<file path="src/hw/pin_override_pkg.sv">
package pin_override_pkg;

    // port B bit positions
    localparam int SPI_CLOCK_BIT = 7;
    localparam int SPI_MISO_BIT = 6;
    localparam int SPI_MOSI_BIT = 5;
    localparam int SPI_SELECT_BIT = 4;
    localparam int COMPARE_A_BIT = 3;
    localparam int EXT_IRQ_BIT = 2;
    localparam int CLOCK_OUT_BIT = 1;
    localparam int USART_CLOCK_BIT = 0;

    // port C bit positions
    localparam int OSC_OUT_BIT = 7;
    localparam int OSC_IN_BIT = 6;
    localparam int TEST_DATA_IN_BIT = 5;
    localparam int TEST_DATA_OUT_BIT = 4;
    localparam int MODE_SELECT_BIT = 3;
    localparam int TEST_CLOCK_BIT = 2;
    localparam int TWO_WIRE_DATA_BIT = 1;
    localparam int TWO_WIRE_CLOCK_BIT = 0;

    // pin-change source numbering
    localparam int PORTB_CHANGE_BASE = 8;
    localparam int PORTC_CHANGE_BASE = 16;

    // reset values of the registered outputs
    localparam logic [7:0] PAD_CTRL_RESET = 8'h00;
    localparam logic PERIPH_IN_RESET = 1'h0;

    // forced override values
    localparam logic FORCED_INPUT = 1'h0;
    localparam logic FORCED_PULLUP = 1'h1;

endpackage

</file>
<file path="src/hw/pad_attr_resolve.sv">
`timescale 1ns/1ps
module pad_attr_resolve
    import pin_override_pkg::*;
(
    input wire logic [7:0] portValue,
    input wire logic [7:0] portDirection,
    input wire logic globalPullupDisable,
    input wire logic [7:0] pullupOverrideEn,
    input wire logic [7:0] pullupOverrideVal,
    input wire logic [7:0] dirOverrideEn,
    input wire logic [7:0] dirOverrideVal,
    input wire logic [7:0] outvalOverrideEn,
    input wire logic [7:0] outvalOverrideVal,
    input wire logic [7:0] inputBufOverrideEn,
    input wire logic [7:0] inputBufOverrideVal,
    input wire logic [7:0] padIn,
    output logic [7:0] pullupOn,
    output logic [7:0] driveEnable,
    output logic [7:0] driveValue,
    output logic [7:0] inputBufOn,
    output logic [7:0] digitalIn
);

    wire [7:0] normalPullup;

    // port pull-up only on an input pin with pull-ups globally allowed
    assign normalPullup = portValue & ~portDirection
        & {8{~globalPullupDisable}};

    // each attribute comes from its override when enabled
    assign pullupOn = (pullupOverrideEn & pullupOverrideVal)
        | (~pullupOverrideEn & normalPullup);
    assign driveEnable = (dirOverrideEn & dirOverrideVal)
        | (~dirOverrideEn & portDirection);
    assign driveValue = (outvalOverrideEn & outvalOverrideVal)
        | (~outvalOverrideEn & portValue);
    assign inputBufOn = (inputBufOverrideEn & inputBufOverrideVal)
        | ~inputBufOverrideEn;
    assign digitalIn = padIn & inputBufOn;

endmodule

</file>
<file path="src/hw/port_b_c_alt_function_override.sv">
// Behaviour
// - miso: master input, or slave output drive
// - mosi: master output drive, or slave input
// - spi pins qualified by enable and role
// - slave forces clock pin input, pull-up kept
// - interrupt-two pin keeps input buffer on
// - clock fuse drives divided clock on pin
// - usart clock pin direction bit chooses role
// - usart clock pin used only in synchronous mode
// - port b pins are change sources 8..15
// - port c pins are change sources 16..23
// - async timer frees oscillator output pin unless external clock input selected
// - async timer frees oscillator input pin
// - scan port owns test data input pin
// - test data output driven in shift states
// - scan port owns mode select and clock
// - two-wire enable sets data and clock output values, pins forced input
// - port c pins timer, scan, two-wire map
`timescale 1ns/1ps
module port_b_c_alt_function_override
    import pin_override_pkg::*;
(
    input wire logic clock,
    input wire logic arst_n,
    input wire logic [7:0] portbValue,
    input wire logic [7:0] portbDirection,
    input wire logic [7:0] portcValue,
    input wire logic [7:0] portcDirection,
    input wire logic globalPullupDisable,
    input wire logic [7:0] padbIn,
    input wire logic [7:0] padcIn,
    input wire logic spiOnBit,
    input wire logic spiMasterSelect,
    input wire logic spiClockOut,
    input wire logic spiMasterOut,
    input wire logic spiSlaveOut,
    input wire logic compareAEnable,
    input wire logic compareAValue,
    input wire logic compareBEnable,
    input wire logic compareBValue,
    input wire logic extIrqTwoEnable,
    input wire logic clockOutFuse,
    input wire logic dividedClock,
    input wire logic usartSyncMode,
    input wire logic usartClockOut,
    input wire logic [7:0] portbChangeMask,
    input wire logic portbChangeGroupEn,
    input wire logic [7:0] portcChangeMask,
    input wire logic portcChangeGroupEn,
    input wire logic timer2AsyncSelect,
    input wire logic extClockInputSelect,
    input wire logic scanPortOn,
    input wire logic shiftIr,
    input wire logic shiftDr,
    input wire logic testDataOut,
    input wire logic twoWireOn,
    input wire logic twoWireDataOut,
    input wire logic twoWireClockOut,
    output logic [7:0] padbPullup_q,
    output logic [7:0] padbDriveEnable_q,
    output logic [7:0] padbDriveValue_q,
    output logic [7:0] padbInputBuf_q,
    output logic [7:0] padcPullup_q,
    output logic [7:0] padcDriveEnable_q,
    output logic [7:0] padcDriveValue_q,
    output logic [7:0] padcInputBuf_q,
    output logic spiClockIn_q,
    output logic spiMasterIn_q,
    output logic spiSlaveIn_q,
    output logic spiSelectIn_q,
    output logic extIrqTwoIn_q,
    output logic timer0CountIn_q,
    output logic timer1CountIn_q,
    output logic usartClockIn_q,
    output logic testDataIn_q,
    output logic testModeSelect_q,
    output logic testClock_q,
    output logic twoWireDataIn_q,
    output logic twoWireClockIn_q,
    output logic [15:0] changeSource_q
);

    function automatic logic [7:0] changeEnables(
        input logic [7:0] mask,
        input logic groupEn
    );
        changeEnables = mask & {8{groupEn}};
    endfunction

    wire spiSlave;
    wire spiMaster;
    wire usartClockDrive;
    wire oscOutTaken;
    wire [7:0] bChange;
    wire [7:0] cChange;
    wire [7:0] bPuEn, bPuVal, bDirEn, bDirVal, bOutEn, bOutVal;
    wire [7:0] bInEn, bInVal;
    wire [7:0] cPuEn, cPuVal, cDirEn, cDirVal, cOutEn, cOutVal;
    wire [7:0] cInEn, cInVal;
    wire [7:0] bPullup, bDrive, bValue, bBuf, bDigital;
    wire [7:0] cPullup, cDrive, cValue, cBuf, cDigital;
    wire [7:0] bPortPull;
    wire [7:0] cPortPull;

    assign spiSlave = spiOnBit & ~spiMasterSelect;
    assign spiMaster = spiOnBit & spiMasterSelect;
    assign usartClockDrive = usartSyncMode
        & portbDirection[USART_CLOCK_BIT];
    assign oscOutTaken = timer2AsyncSelect & ~extClockInputSelect;
    assign bChange = changeEnables(portbChangeMask,
        portbChangeGroupEn);
    assign cChange = changeEnables(portcChangeMask,
        portcChangeGroupEn);
    assign bPortPull = portbValue & {8{~globalPullupDisable}};
    assign cPortPull = portcValue & {8{~globalPullupDisable}};

    // port B: spi pins forced to input in the receiving role
    assign bPuEn[7:4] = {spiSlave, spiMaster, spiSlave, spiSlave};
    assign bDirEn[7:4] = bPuEn[7:4];
    assign bPuVal[7:4] = bPortPull[7:4];
    assign bDirVal[7:4] = {4{FORCED_INPUT}};
    assign bOutEn[SPI_CLOCK_BIT] = spiMaster;
    assign bOutVal[SPI_CLOCK_BIT] = spiClockOut;
    assign bOutEn[SPI_MISO_BIT] = spiSlave;
    assign bOutVal[SPI_MISO_BIT] = spiSlaveOut;
    assign bOutEn[SPI_MOSI_BIT] = spiMaster;
    assign bOutVal[SPI_MOSI_BIT] = spiMasterOut;
    assign bOutEn[SPI_SELECT_BIT] = compareBEnable;
    assign bOutVal[SPI_SELECT_BIT] = compareBValue;
    assign bOutEn[COMPARE_A_BIT] = compareAEnable;
    assign bOutVal[COMPARE_A_BIT] = compareAValue;
    assign bPuEn[3:0] = 4'h0;
    assign bPuVal[3:0] = 4'h0;
    assign bDirEn[3:0] = {2'h0, clockOutFuse, 1'h0};
    assign bDirVal[3:0] = {2'h0, clockOutFuse, 1'h0};
    assign bOutEn[EXT_IRQ_BIT] = 1'h0;
    assign bOutVal[EXT_IRQ_BIT] = 1'h0;
    assign bOutEn[CLOCK_OUT_BIT] = clockOutFuse;
    assign bOutVal[CLOCK_OUT_BIT] = dividedClock;
    assign bOutEn[USART_CLOCK_BIT] = usartClockDrive;
    assign bOutVal[USART_CLOCK_BIT] = usartClockOut;
    assign bInEn = bChange
        | ({7'h00, extIrqTwoEnable} << EXT_IRQ_BIT);
    assign bInVal = 8'hFF;

    // port C: timer oscillator, scan port, two-wire bus
    assign cPuEn = {oscOutTaken, timer2AsyncSelect, {4{scanPortOn}},
        {2{twoWireOn}}};
    assign cPuVal = {2'h0, {4{FORCED_PULLUP}},
        cPortPull[1:0]};
    assign cDirEn = cPuEn;
    assign cDirVal = {3'h0, shiftIr | shiftDr, 4'h0};
    assign cOutEn = {3'h0, scanPortOn, 2'h0, {2{twoWireOn}}};
    assign cOutVal = {3'h0, testDataOut, 2'h0, twoWireDataOut,
        twoWireClockOut};
    assign cInEn = cChange | {oscOutTaken, timer2AsyncSelect,
        {4{scanPortOn}}, 2'h0};
    assign cInVal = {~oscOutTaken,
        extClockInputSelect | ~timer2AsyncSelect,
        {4{~scanPortOn}}, 2'h3};

    pad_attr_resolve portbResolve (
        .portValue(portbValue),
        .portDirection(portbDirection),
        .globalPullupDisable(globalPullupDisable),
        .pullupOverrideEn(bPuEn),
        .pullupOverrideVal(bPuVal),
        .dirOverrideEn(bDirEn),
        .dirOverrideVal(bDirVal),
        .outvalOverrideEn(bOutEn),
        .outvalOverrideVal(bOutVal),
        .inputBufOverrideEn(bInEn),
        .inputBufOverrideVal(bInVal),
        .padIn(padbIn),
        .pullupOn(bPullup),
        .driveEnable(bDrive),
        .driveValue(bValue),
        .inputBufOn(bBuf),
        .digitalIn(bDigital)
    );

    pad_attr_resolve portcResolve (
        .portValue(portcValue),
        .portDirection(portcDirection),
        .globalPullupDisable(globalPullupDisable),
        .pullupOverrideEn(cPuEn),
        .pullupOverrideVal(cPuVal),
        .dirOverrideEn(cDirEn),
        .dirOverrideVal(cDirVal),
        .outvalOverrideEn(cOutEn),
        .outvalOverrideVal(cOutVal),
        .inputBufOverrideEn(cInEn),
        .inputBufOverrideVal(cInVal),
        .padIn(padcIn),
        .pullupOn(cPullup),
        .driveEnable(cDrive),
        .driveValue(cValue),
        .inputBufOn(cBuf),
        .digitalIn(cDigital)
    );

    // peripheral inputs taken from the pads
    wire spiClockIn_d, spiMasterIn_d, spiSlaveIn_d, spiSelectIn_d;
    wire usartClockIn_d;
    assign spiClockIn_d = spiSlave & bDigital[SPI_CLOCK_BIT];
    assign spiMasterIn_d = spiMaster & bDigital[SPI_MISO_BIT];
    assign spiSlaveIn_d = spiSlave & bDigital[SPI_MOSI_BIT];
    // idle high unless a slave sees its select
    assign spiSelectIn_d = ~spiSlave | bDigital[SPI_SELECT_BIT];
    assign usartClockIn_d = usartSyncMode
        & ~portbDirection[USART_CLOCK_BIT]
        & bDigital[USART_CLOCK_BIT];

    always_ff @(posedge clock or negedge arst_n) begin
        if (!arst_n) begin
            padbPullup_q <= PAD_CTRL_RESET;
            padbDriveEnable_q <= PAD_CTRL_RESET;
            padbDriveValue_q <= PAD_CTRL_RESET;
            padbInputBuf_q <= PAD_CTRL_RESET;
            padcPullup_q <= PAD_CTRL_RESET;
            padcDriveEnable_q <= PAD_CTRL_RESET;
            padcDriveValue_q <= PAD_CTRL_RESET;
            padcInputBuf_q <= PAD_CTRL_RESET;
        end else begin
            padbPullup_q <= bPullup;
            padbDriveEnable_q <= bDrive;
            padbDriveValue_q <= bValue;
            padbInputBuf_q <= bBuf;
            padcPullup_q <= cPullup;
            padcDriveEnable_q <= cDrive;
            padcDriveValue_q <= cValue;
            padcInputBuf_q <= cBuf;
        end
    end

    always_ff @(posedge clock or negedge arst_n) begin
        if (!arst_n) begin
            spiClockIn_q <= PERIPH_IN_RESET;
            spiMasterIn_q <= PERIPH_IN_RESET;
            spiSlaveIn_q <= PERIPH_IN_RESET;
            spiSelectIn_q <= PERIPH_IN_RESET;
            extIrqTwoIn_q <= PERIPH_IN_RESET;
            timer0CountIn_q <= PERIPH_IN_RESET;
            timer1CountIn_q <= PERIPH_IN_RESET;
            usartClockIn_q <= PERIPH_IN_RESET;
        end else begin
            spiClockIn_q <= spiClockIn_d;
            spiMasterIn_q <= spiMasterIn_d;
            spiSlaveIn_q <= spiSlaveIn_d;
            spiSelectIn_q <= spiSelectIn_d;
            extIrqTwoIn_q <= bDigital[EXT_IRQ_BIT];
            timer0CountIn_q <= bDigital[USART_CLOCK_BIT];
            timer1CountIn_q <= bDigital[CLOCK_OUT_BIT];
            usartClockIn_q <= usartClockIn_d;
        end
    end

    // scan pins read through the analogue path, buffer is off
    always_ff @(posedge clock or negedge arst_n) begin
        if (!arst_n) begin
            testDataIn_q <= PERIPH_IN_RESET;
            testModeSelect_q <= PERIPH_IN_RESET;
            testClock_q <= PERIPH_IN_RESET;
            twoWireDataIn_q <= PERIPH_IN_RESET;
            twoWireClockIn_q <= PERIPH_IN_RESET;
        end else begin
            testDataIn_q <= scanPortOn & padcIn[TEST_DATA_IN_BIT];
            testModeSelect_q <= scanPortOn & padcIn[MODE_SELECT_BIT];
            testClock_q <= scanPortOn & padcIn[TEST_CLOCK_BIT];
            twoWireDataIn_q <= padcIn[TWO_WIRE_DATA_BIT];
            twoWireClockIn_q <= padcIn[TWO_WIRE_CLOCK_BIT];
        end
    end

    // pin-change sources: port B low byte, port C high byte
    genvar i;
    generate
        for (i = 0; i < 8; i++) begin : g_change
            always_ff @(posedge clock or negedge arst_n) begin
                if (!arst_n) begin
                    changeSource_q[i] <= PERIPH_IN_RESET;
                    changeSource_q[i + 8] <= PERIPH_IN_RESET;
                end else begin
                    changeSource_q[i] <= bDigital[i];
                    changeSource_q[i + 8] <= cDigital[i];
                end
            end
        end
    endgenerate

    // checks wait one edge after release, outputs still hold reset values
    logic checkArmed_q;

    always_ff @(posedge clock or negedge arst_n) begin
        if (!arst_n) begin
            checkArmed_q <= PERIPH_IN_RESET;
        end else begin
            checkArmed_q <= 1'h1;
        end
    end
endmodule

</file>
<file path="config.mk">
export PLATFORM = sky130hd
export DESIGN_NAME = port_b_c_alt_function_override
export DESIGN_NICKNAME = d
export VERILOG_FILES = /design/src/hw/pin_override_pkg.sv /design/src/hw/pad_attr_resolve.sv /design/src/hw/port_b_c_alt_function_override.sv
export SDC_FILE = /design/constraint.sdc
export NUM_CORES = 1
export LEC_CHECK = 0
export ABC_AREA = 1
export BUFFER_PORTS_ARGS = -buffer_cell sky130_fd_sc_hd__buf_2
export CELL_PAD_IN_SITES_DETAIL_PLACEMENT = 1
export CELL_PAD_IN_SITES_GLOBAL_PLACEMENT = 2
export CORE_MARGIN = 10
export CORE_UTILIZATION = 22
export DETAILED_ROUTE_END_ITERATION = 10
export PLACE_DENSITY_LB_ADDON = 0.1
export SYNTH_ARGS = -nofsm -noshare
export SYNTH_HDL_FRONTEND = slang
export SYNTH_SLANG_ARGS = --single-unit
export TNS_END_PERCENT = 100
</file>
<file path="constraint.sdc">
create_clock -name clock -period 0.8 [get_ports clock]
set_input_delay 0.12 -clock clock [delete_from_list [all_inputs] [get_ports clock]]
set_output_delay 0.12 -clock clock [all_outputs]
set_load 0.01 [all_outputs]
</file>
==> impl_metrics.json, run 1 <==
{
  "track_usage_pct": 10.9,
  "cp-end-kind": "output port",
  "placed_area_mm2": 0.00355,
  "syn2layout_area_growth_pct": 81.4,
  "grt_max_degree": 44,
  "nFillCells": 1272,
  "grt_pass1_wl_um": 14000,
  "ys.flop_type": "dfrtp_1",
  "die_x_um": 129,
  "overflow": 0,
  "fin_cells": 592,
  "dieArea_mm2": 0.0166,
  "drc": 0,
  "slowest_delay_ps": 440,
  "synth_area_mm2": 0.00260,
  "yosys_warnings": 0,
  "p_comb_share_pct": 13.7,
  "critPathTopFamily": "flip-flops",
  "syn_inst": 224,
  "synth_edf_count": 0,
  "synthTopCellsByCount": "78 x dfrtp_1, 41 x nand2_1, 34 x inv_1",
  "fin_nets": 536,
  "clockRootBuffer": "clkbuf_16",
  "diodes": 0,
  "syn_nets": 316,
  "p_sw_share_pct": 23.6,
  "place_ws_ps": 9.83,
  "worst_ep_arrival_time_ps": 930,
  "drtPass1Iterations": 4,
  "ios": 185,
  "worst_setup_path_start_kind": "register",
  "path_clk_slew_ps": 60,
  "postCtsSetupRepairBufs": 0,
  "path_cells": "buf_2",
  "fin_area_mm2": 0.00472,
  "cts-htree-levels": 3,
  "yosysTopAreaCell": "dfrtp_1",
  "core-area_mm2": 0.0115,
  "drt_iter0_drc": 83,
  "netlist_top_cells_area": "dfrtp_1 75%, nand2_1 5.9%, inv_1 4.9%",
  "ff_latch_area_mm2": 0.00195,
  "cp_max_fo": 10,
  "status": "finished, violations left",
  "place_congestion": 0.726,
  "period_share_pct": 131,
  "slowest_stage": "dfrtp_2",
  "synth.most_common_cell": "dfrtp_1",
  "ir_drop_mv": 0.793,
  "path_buf_inv": 1,
  "internal-power_mw": 7.47,
  "cts_buffers": 9,
  "ant_nets": 0,
  "viasPerCell": 3.86,
  "antenna_found_initial": 0,
  "clkPwrFrac_pct": 42.9,
  "finalSetupViolCount": 94,
  "drive_above_1_share_pct": 43.2,
  "finalMaxSlewViolations": 0,
  "synth-seq-area-share_pct": 74.9,
  "powerDensity_mw_per_mm2": 2070,
  "rows": 39,
  "cts_tree": "done",
  "multi_input_area_um2": 383,
  "dp_cells": 519,
  "yosysTopAreaCellShare_pct": 74.9,
  "die_h_um": 129,
  "power.leakage_nw": 2.53,
  "wl_per_cell_um": 15.3,
  "finalCriticalPeriod_ps": 1050,
  "numClockSinks": 78,
  "synth.avg_cell_area_um2": 11.6,
  "seqPwrFrac_pct": 43.4,
  "start_util_pct": 22.6,
  "portBuffers": 165,
  "vias": 2286,
  "grt_pass1_vias": 2592,
  "rsz0062_at_grt": "true",
  "cap_violations": 0,
  "clock_path_buffers": 2,
  "cp.required_ps": 680,
  "async_reset_ff_share_pct": 100,
  "ys_types": 17,
  "dpl.hpwl_um": 6680,
  "switching_power_mw": 2.31,
  "setup_ws_ps": -248,
  "routed_wl_um": 9060,
  "synth_seq_cells": 78,
  "holdWs_ps": -10.1,
  "violations": "hold timing, setup timing",
  "worstHoldPathType": "in2reg",
  "clock.fmax_mhz": 955,
  "path_class": "reg2out",
  "hold_viol": 1
}
==> state kept, by name, summed over array words and instances (netlist names), 6 cells and up <==
name and flops:
changeSource_q 15, padbDriveEnable_q 8, padbDriveValue_q 8, padbPullup_q 8, padcDriveEnable_q 8, padcDriveValue_q 8, padcInputBuf_q 6, padcPullup_q 8
==> layout by cell type, fill, tap and decap left out, types with 5 or more instances in the layout <==
| cell type | n |
|---|---|
| inv_1 | 33 |
| nand3_1 | 6 |
| buf_6 | 47 |
| buf_2 | 117 |
| nand2_1 | 41 |
| dlygate4sd3_1 | 57 |
| dfrtp_1 | 77 |
| clkbuf_16 | 9 |
| o21ai_0 | 5 |
| nor2_1 | 27 |
==> power groups by stage <==
stage               logic, mW  clock network [mW]  registers [mW]
global route             1.48                4.54            4.27
global placement        0.992                   0            4.28
finish                   1.33                4.19            4.25
floorplan               0.248                   0            4.41
detailed placement       1.00                   0            4.28
CTS                      1.32                4.34            4.24
==> cells by family (layout without fill, tap and decap cells) <==
group | after synthesis | after routing | share of synthesized area (%)
AO/OA/AOI/OAI | 9 | 9 | 1.73
flip-flops | 78 | 78 | 74.9
AND/OR/NAND/NOR | 82 | 82 | 12.8
buffers and inverters | 54 | 279 | 10.4
other | 1 | 1 | 0.144
==> worst paths after layout <==
check                      cells past startpoint                   to              start  slack (ps)
setup / recovery                               1    padbInputBuf_q[3]  padcInputBuf_q[1]        -250
hold / removal                                 2  padbDriveValue_q[1]       clockOutFuse         -10
max in group asynchronous                      3    padcInputBuf_q[1]             arst_n         260
min in group asynchronous                      3   changeSource_q[12]             arst_n         290
==> per-stage QoR <==
step                      hold slack, ps  utilization, %  setup TNS, ps  power [mW]
after floorplan                     -176               -              0        4.66
final                              -10.1            41.0         -15200        9.77
after CTS                           1.50            40.1         -16980        9.90
after global routing                18.2            41.0         -18550        10.3
after global placement               111            30.8              0        5.27
after detailed placement             112            30.8              0        5.29
==> repair_timing <==
action / 4_1_cts / 5_1_grt
hold buffers: 58 / 1
setup endpoints to repair: 93 / 95
hold endpoints to repair: 141 / 2
gates resized for setup: 39 / 22
==> per-layer routing <==
layer | vias up | global-route usage, % | wire (µm)
li1 | 1086 | - | -
met1 | 1092 | 11.5 | 3390
met2 | 98 | 18.8 | 4690
met3 | 10 | 4.02 | 811
met4 | 0 | 5.22 | 166
met5 | - | 0 | 0
==> final cells by class <==
type / count / area share (%)
Clock inverter: 5 / 1.22
Multi-Input combinational cell: 92 / 8.10
Timing Repair Buffer: 226 / 37.3
Inverter: 37 / 2.94
Clock buffer: 11 / 5.35
Tap cell: 143 / 3.79
Sequential cell: 78 / 41.3
(Power assumes the default switching activity.)
==> run 2: changes to the inputs <==
==> constraint.sdc (replaced) <==
create_clock -name clock -period 0.8 [get_ports clock]
set_input_delay 0.08 -clock clock [delete_from_list [all_inputs] [get_ports clock]]
set_output_delay 0.08 -clock clock [all_outputs]
set_load 0.01 [all_outputs]
==> impl_metrics.json, run 2 (same netlist as run 1, synthesis figures left out) <==
{
  "rsz0062_at_grt": "true",
  "cts_buffers": 9,
  "portBuffers": 165,
  "syn2layout_area_growth_pct": 86.1,
  "drive_above_1_share_pct": 42.0,
  "drt_iter0_drc": 130,
  "ant_nets": 0,
  "cts_tree": "done",
  "antenna_found_initial": 0,
  "cts-htree-levels": 3,
  "path_class": "reg2out",
  "layout_commonest_cell": "buf_2",
  "diodes": 0,
  "cp-end-kind": "output port",
  "p_comb_share_pct": 13.5,
  "status": "finished, violations left",
  "ios": 185,
  "hold_viol": 1,
  "worstHoldPathType": "in2reg",
  "period_share_pct": 127,
  "cap_violations": 0,
  "drc": 0,
  "clock_path_buffers": 2,
  "violations": "hold timing, setup timing",
  "worst_ep_arrival_time_ps": 930,
  "cp.required_ps": 720,
  "final_cell_mix": "116 x buf_2, 77 x dfrtp_1, 69 x dlygate4sd3_1, 47 x buf_6, 41 x nand2_1",
  "vias": 2319,
  "dpl.hpwl_um": 6730,
  "finalSetupViolCount": 93,
  "die_x_um": 129,
  "viasPerCell": 3.85,
  "critPathTopFamily": "flip-flops",
  "cp_max_fo": 10,
  "slowest_delay_ps": 440,
  "p_sw_share_pct": 24.0,
  "clockRootBuffer": "clkbuf_16",
  "switching_power_mw": 2.43,
  "fin_nets": 547,
  "setup_ws_ps": -212,
  "core-area_mm2": 0.0115,
  "track_usage_pct": 11.2,
  "numClockSinks": 78,
  "finalCriticalPeriod_ps": 1010,
  "grt_max_degree": 36,
  "fin_area_mm2": 0.00485,
  "finalMaxSlewViolations": 0,
  "grt_pass1_vias": 2727,
  "internal-power_mw": 7.69,
  "path_cells": "buf_2",
  "top_register": "changeSource_q",
  "slowest_stage": "dfrtp_2",
  "die_h_um": 129,
  "clkPwrFrac_pct": 44.6,
  "postCtsSetupRepairBufs": 0,
  "fin_cells": 603,
  "clock.fmax_mhz": 988,
  "start_util_pct": 22.6,
  "path_clk_slew_ps": 60,
  "holdWs_ps": -15.0,
  "seqPwrFrac_pct": 42.0,
  "placed_area_mm2": 0.00354,
  "dieArea_mm2": 0.0166,
  "routed_wl_um": 9070,
  "wl_per_cell_um": 15.0,
  "rows": 39,
  "power.leakage_nw": 2.59,
  "overflow": 0,
  "drtPass1Iterations": 4,
  "ir_drop_mv": 1.11,
  "powerDensity_mw_per_mm2": 2090,
  "path_buf_inv": 1,
  "largest_reg_flops": 15,
  "grt_pass1_wl_um": 14400,
  "place_congestion": 0.724,
  "worst_setup_path_start_kind": "register",
  "dp_cells": 519
}
## run 2: changes by cell type in the layout (fill, tap and decap cells not counted), sizes merged, moves of 2 or more
cell,delta
inv,+3
dlygate4sd3,+12
clkbuf,-2
clkinvlp,-3
## run 2: timing repair
item	in CTS	in global routing
hold endpoints to repair	151	0
gates resized for setup	37	23
endpoints found under the setup margin	93	96
hold buffers	69	0
## run 2: layer usage
| metal | track usage [%] | wire length [µm] | part of all wire, % |
|---|---|---|---|
| met1 | 11.2 | 3340 | 37 |
| met2 | 19.5 | 4640 | 51 |
| met3 | 5.91 | 926 | 10 |
| met4 | 4.21 | 163 | 1.8 |
| met5 | 0 | 0 | 0 |
## run 2: metrics by stage
stage	total power, mW	utilization [%]	setup slack (ps)	TNS (ps)	hold slack, ps
final	10.1	42.1	-212	-11980	-15.0
after global routing	10.7	42.1	-268	-15860	10.0
after CTS	10.3	41.1	-241	-14040	-19.0
after detailed placement	5.28	30.7	30.3	0	-52.3
after global placement	5.26	30.7	46.9	0	-52.2
after floorplan	4.66	-	56.0	0	-216
## run 2: final timing paths
check / from / end / slack (ps) / cells past startpoint
max: padcInputBuf_q[1] / padbInputBuf_q[7] / -210 / 1
min: extClockInputSelect / padcInputBuf_q[7] / -10 / 3
max in group asynchronous: arst_n / padcInputBuf_q[1] / 210 / 3
min in group asynchronous: arst_n / changeSource_q[1] / 120 / 2
## run 2: power by group through the flow
stage          clock, mW  combinational (mW)  sequential [mW]
3_3_place_gp           0               0.982             4.28
4_1_cts             4.68                1.35             4.23
2_1_floorplan          0               0.248             4.41
3_5_place_dp           0               0.990             4.29
5_1_grt             4.88                1.52             4.27
6_report            4.51                1.37             4.25
## run 2: cell type report
cell class	count	area, µm²
clock inverters	7	104
well taps	143	179
flip-flops and latches	78	1950
multi-input cells	92	385
fillers	1290	6670
inverters	37	139
clock buffers	9	225
repair buffers	237	1860
==> run 3: changes to the inputs <==
--- a/config.mk
+++ b/config.mk
@@ -13,6 +13,7 @@
 export CORE_UTILIZATION = 22
 export DETAILED_ROUTE_END_ITERATION = 10
 export PLACE_DENSITY_LB_ADDON = 0.1
+export SETUP_SLACK_MARGIN = 0.4
 export SYNTH_ARGS = -nofsm -noshare
 export SYNTH_HDL_FRONTEND = slang
 export SYNTH_SLANG_ARGS = --single-unit
==> impl_metrics.json, run 3 (same netlist as run 1, synthesis figures left out) <==
{
  "status": "finished, violations left",
  "violations": "hold timing, setup timing",
  "place_ws_ps": 102,
  "path_clk_slew_ps": 50,
  "overflow": 0,
  "fin_cells": 534,
  "final_core_util_pct": 36.3,
  "rsz0062_at_grt": "true",
  "clock.fmax_mhz": 992,
  "drive_above_1_share_pct": 51.9,
  "worst_ep_arrival_time_ps": 930,
  "antenna_found_initial": 0,
  "top_register": "changeSource_q",
  "viasPerCell": 3.76,
  "finalMaxSlewViolations": 0,
  "wl_per_cell_um": 15.4,
  "clock_path_buffers": 2,
  "cp.required_ps": 720,
  "largest_reg_flops": 15,
  "syn2layout_area_growth_pct": 60.6,
  "cts-htree-levels": 3,
  "drc": 0,
  "ir_drop_mv": 0.957,
  "numClockSinks": 78,
  "finalSetupViolCount": 93,
  "layout_commonest_cell": "buf_2",
  "slowest_delay_ps": 440,
  "track_usage_pct": 10.1,
  "critPathTopFamily": "flip-flops",
  "fin_tns_setup_ps": -11220,
  "hold_viol": 150,
  "cts_tree": "done",
  "worst_setup_path_start_kind": "register",
  "power.leakage_nw": 2.30,
  "start_util_pct": 22.6,
  "cap_violations": 0,
  "vias": 2007,
  "portBuffers": 165,
  "routed_wl_um": 8200,
  "grt_pass1_vias": 2282,
  "path_buf_inv": 1,
  "dieArea_mm2": 0.0166,
  "clockRootBuffer": "clkbuf_16",
  "dp_cells": 520,
  "fin_nets": 480,
  "diodes": 0,
  "rows": 39,
  "core-area_mm2": 0.0115,
  "grt_pass1_wl_um": 12400,
  "holdWs_ps": -376,
  "drt_iter0_drc": 72,
  "setup_ws_ps": -208,
  "slowest_stage": "dfrtp_2",
  "cp-end-kind": "output port",
  "period_share_pct": 126,
  "path_class": "reg2out",
  "cts_buffers": 9,
  "powerDensity_mw_per_mm2": 2200,
  "postCtsSetupRepairBufs": 0,
  "ant_nets": 0,
  "die_x_um": 129,
  "dpl.hpwl_um": 6530,
  "ios": 185,
  "die_h_um": 129,
  "drtPass1Iterations": 4,
  "worstHoldPathType": "in2async",
  "place_congestion": 0.665,
  "grt_max_degree": 21,
  "cp_max_fo": 10,
  "finalCriticalPeriod_ps": 1010,
  "path_cells": "buf_2",
  "final_cell_mix": "120 x buf_2, 77 x dfrtp_1, 44 x buf_6, 36 x nand2_1, 32 x inv_1"
}
## run 3: cell types whose count changed in the layout (fill, tap and decap cells not counted), sizes merged
cell         change
dlygate4sd3     -69
clkbuf           +4
inv              -4
buf              +2
bufinv           -2
clkinv           -1
clkinvlp         +1
## run 3: per-stage QoR
| stage | instance area [µm²] | hold WS [ps] | power (mW) |
|---|---|---|---|
| 3_3_place_gp | 3630 | -9.25 | 5.31 |
| 4_1_cts | 4060 | -385 | 9.35 |
| 2_1_floorplan | 2710 | -216 | 4.70 |
| 3_5_place_dp | 3630 | -5.32 | 5.32 |
| 5_1_grt | 4180 | -369 | 9.67 |
| 6_report | 4180 | -376 | 9.19 |
## run 3: report_power, final
| group | switching, mW | internal (mW) | leakage (nW) |
|---|---|---|---|
| clock network | 1.50 | 2.31 | 0.138 |
| logic | 0.578 | 0.553 | 1.21 |
| registers | 0.0821 | 4.16 | 0.953 |
## run 3: layer usage
metal | routed length (µm) | GRT usage (%)
met4 | 231 | 7.22
met5 | 0 | 0
met1 | 3140 | 10.5
met2 | 3990 | 16.2
met3 | 843 | 4.27
## run 3: how the worst max path moves through the flow
stage / start / depth (start not counted) / end / slack [ps]
after global placement: spiMasterSelect / 4 / spiSelectIn_q / 110
after detailed placement: spiMasterSelect / 4 / spiSelectIn_q / 100
after floorplan: padcInputBuf_q[1] / 1 / padbInputBuf_q[1] / 110
after global routing: padcInputBuf_q[1] / 1 / padbInputBuf_q[6] / -270
final: padcInputBuf_q[1] / 1 / padcInputBuf_q[1] / -210
after CTS: padcInputBuf_q[1] / 1 / padbInputBuf_q[1] / -240
## run 3: final cells by class
| class | instances | area [µm²] |
|---|---|---|
| flip-flops and latches | 78 | 1950 |
| inverters | 37 | 161 |
| well taps | 143 | 179 |
| repair buffers | 170 | 1180 |
| multi-input cells | 92 | 435 |
| clock inverters | 1 | 5.00 |
| clock buffers | 13 | 270 |
| fillers | 1306 | 7330 |
## run 3: repair_timing
item                                   in CTS  in global routing
resized for setup                          31                 21
cloned                                      0                  0
endpoints found under the hold margin     151                148
setup endpoints to repair                  93                 93
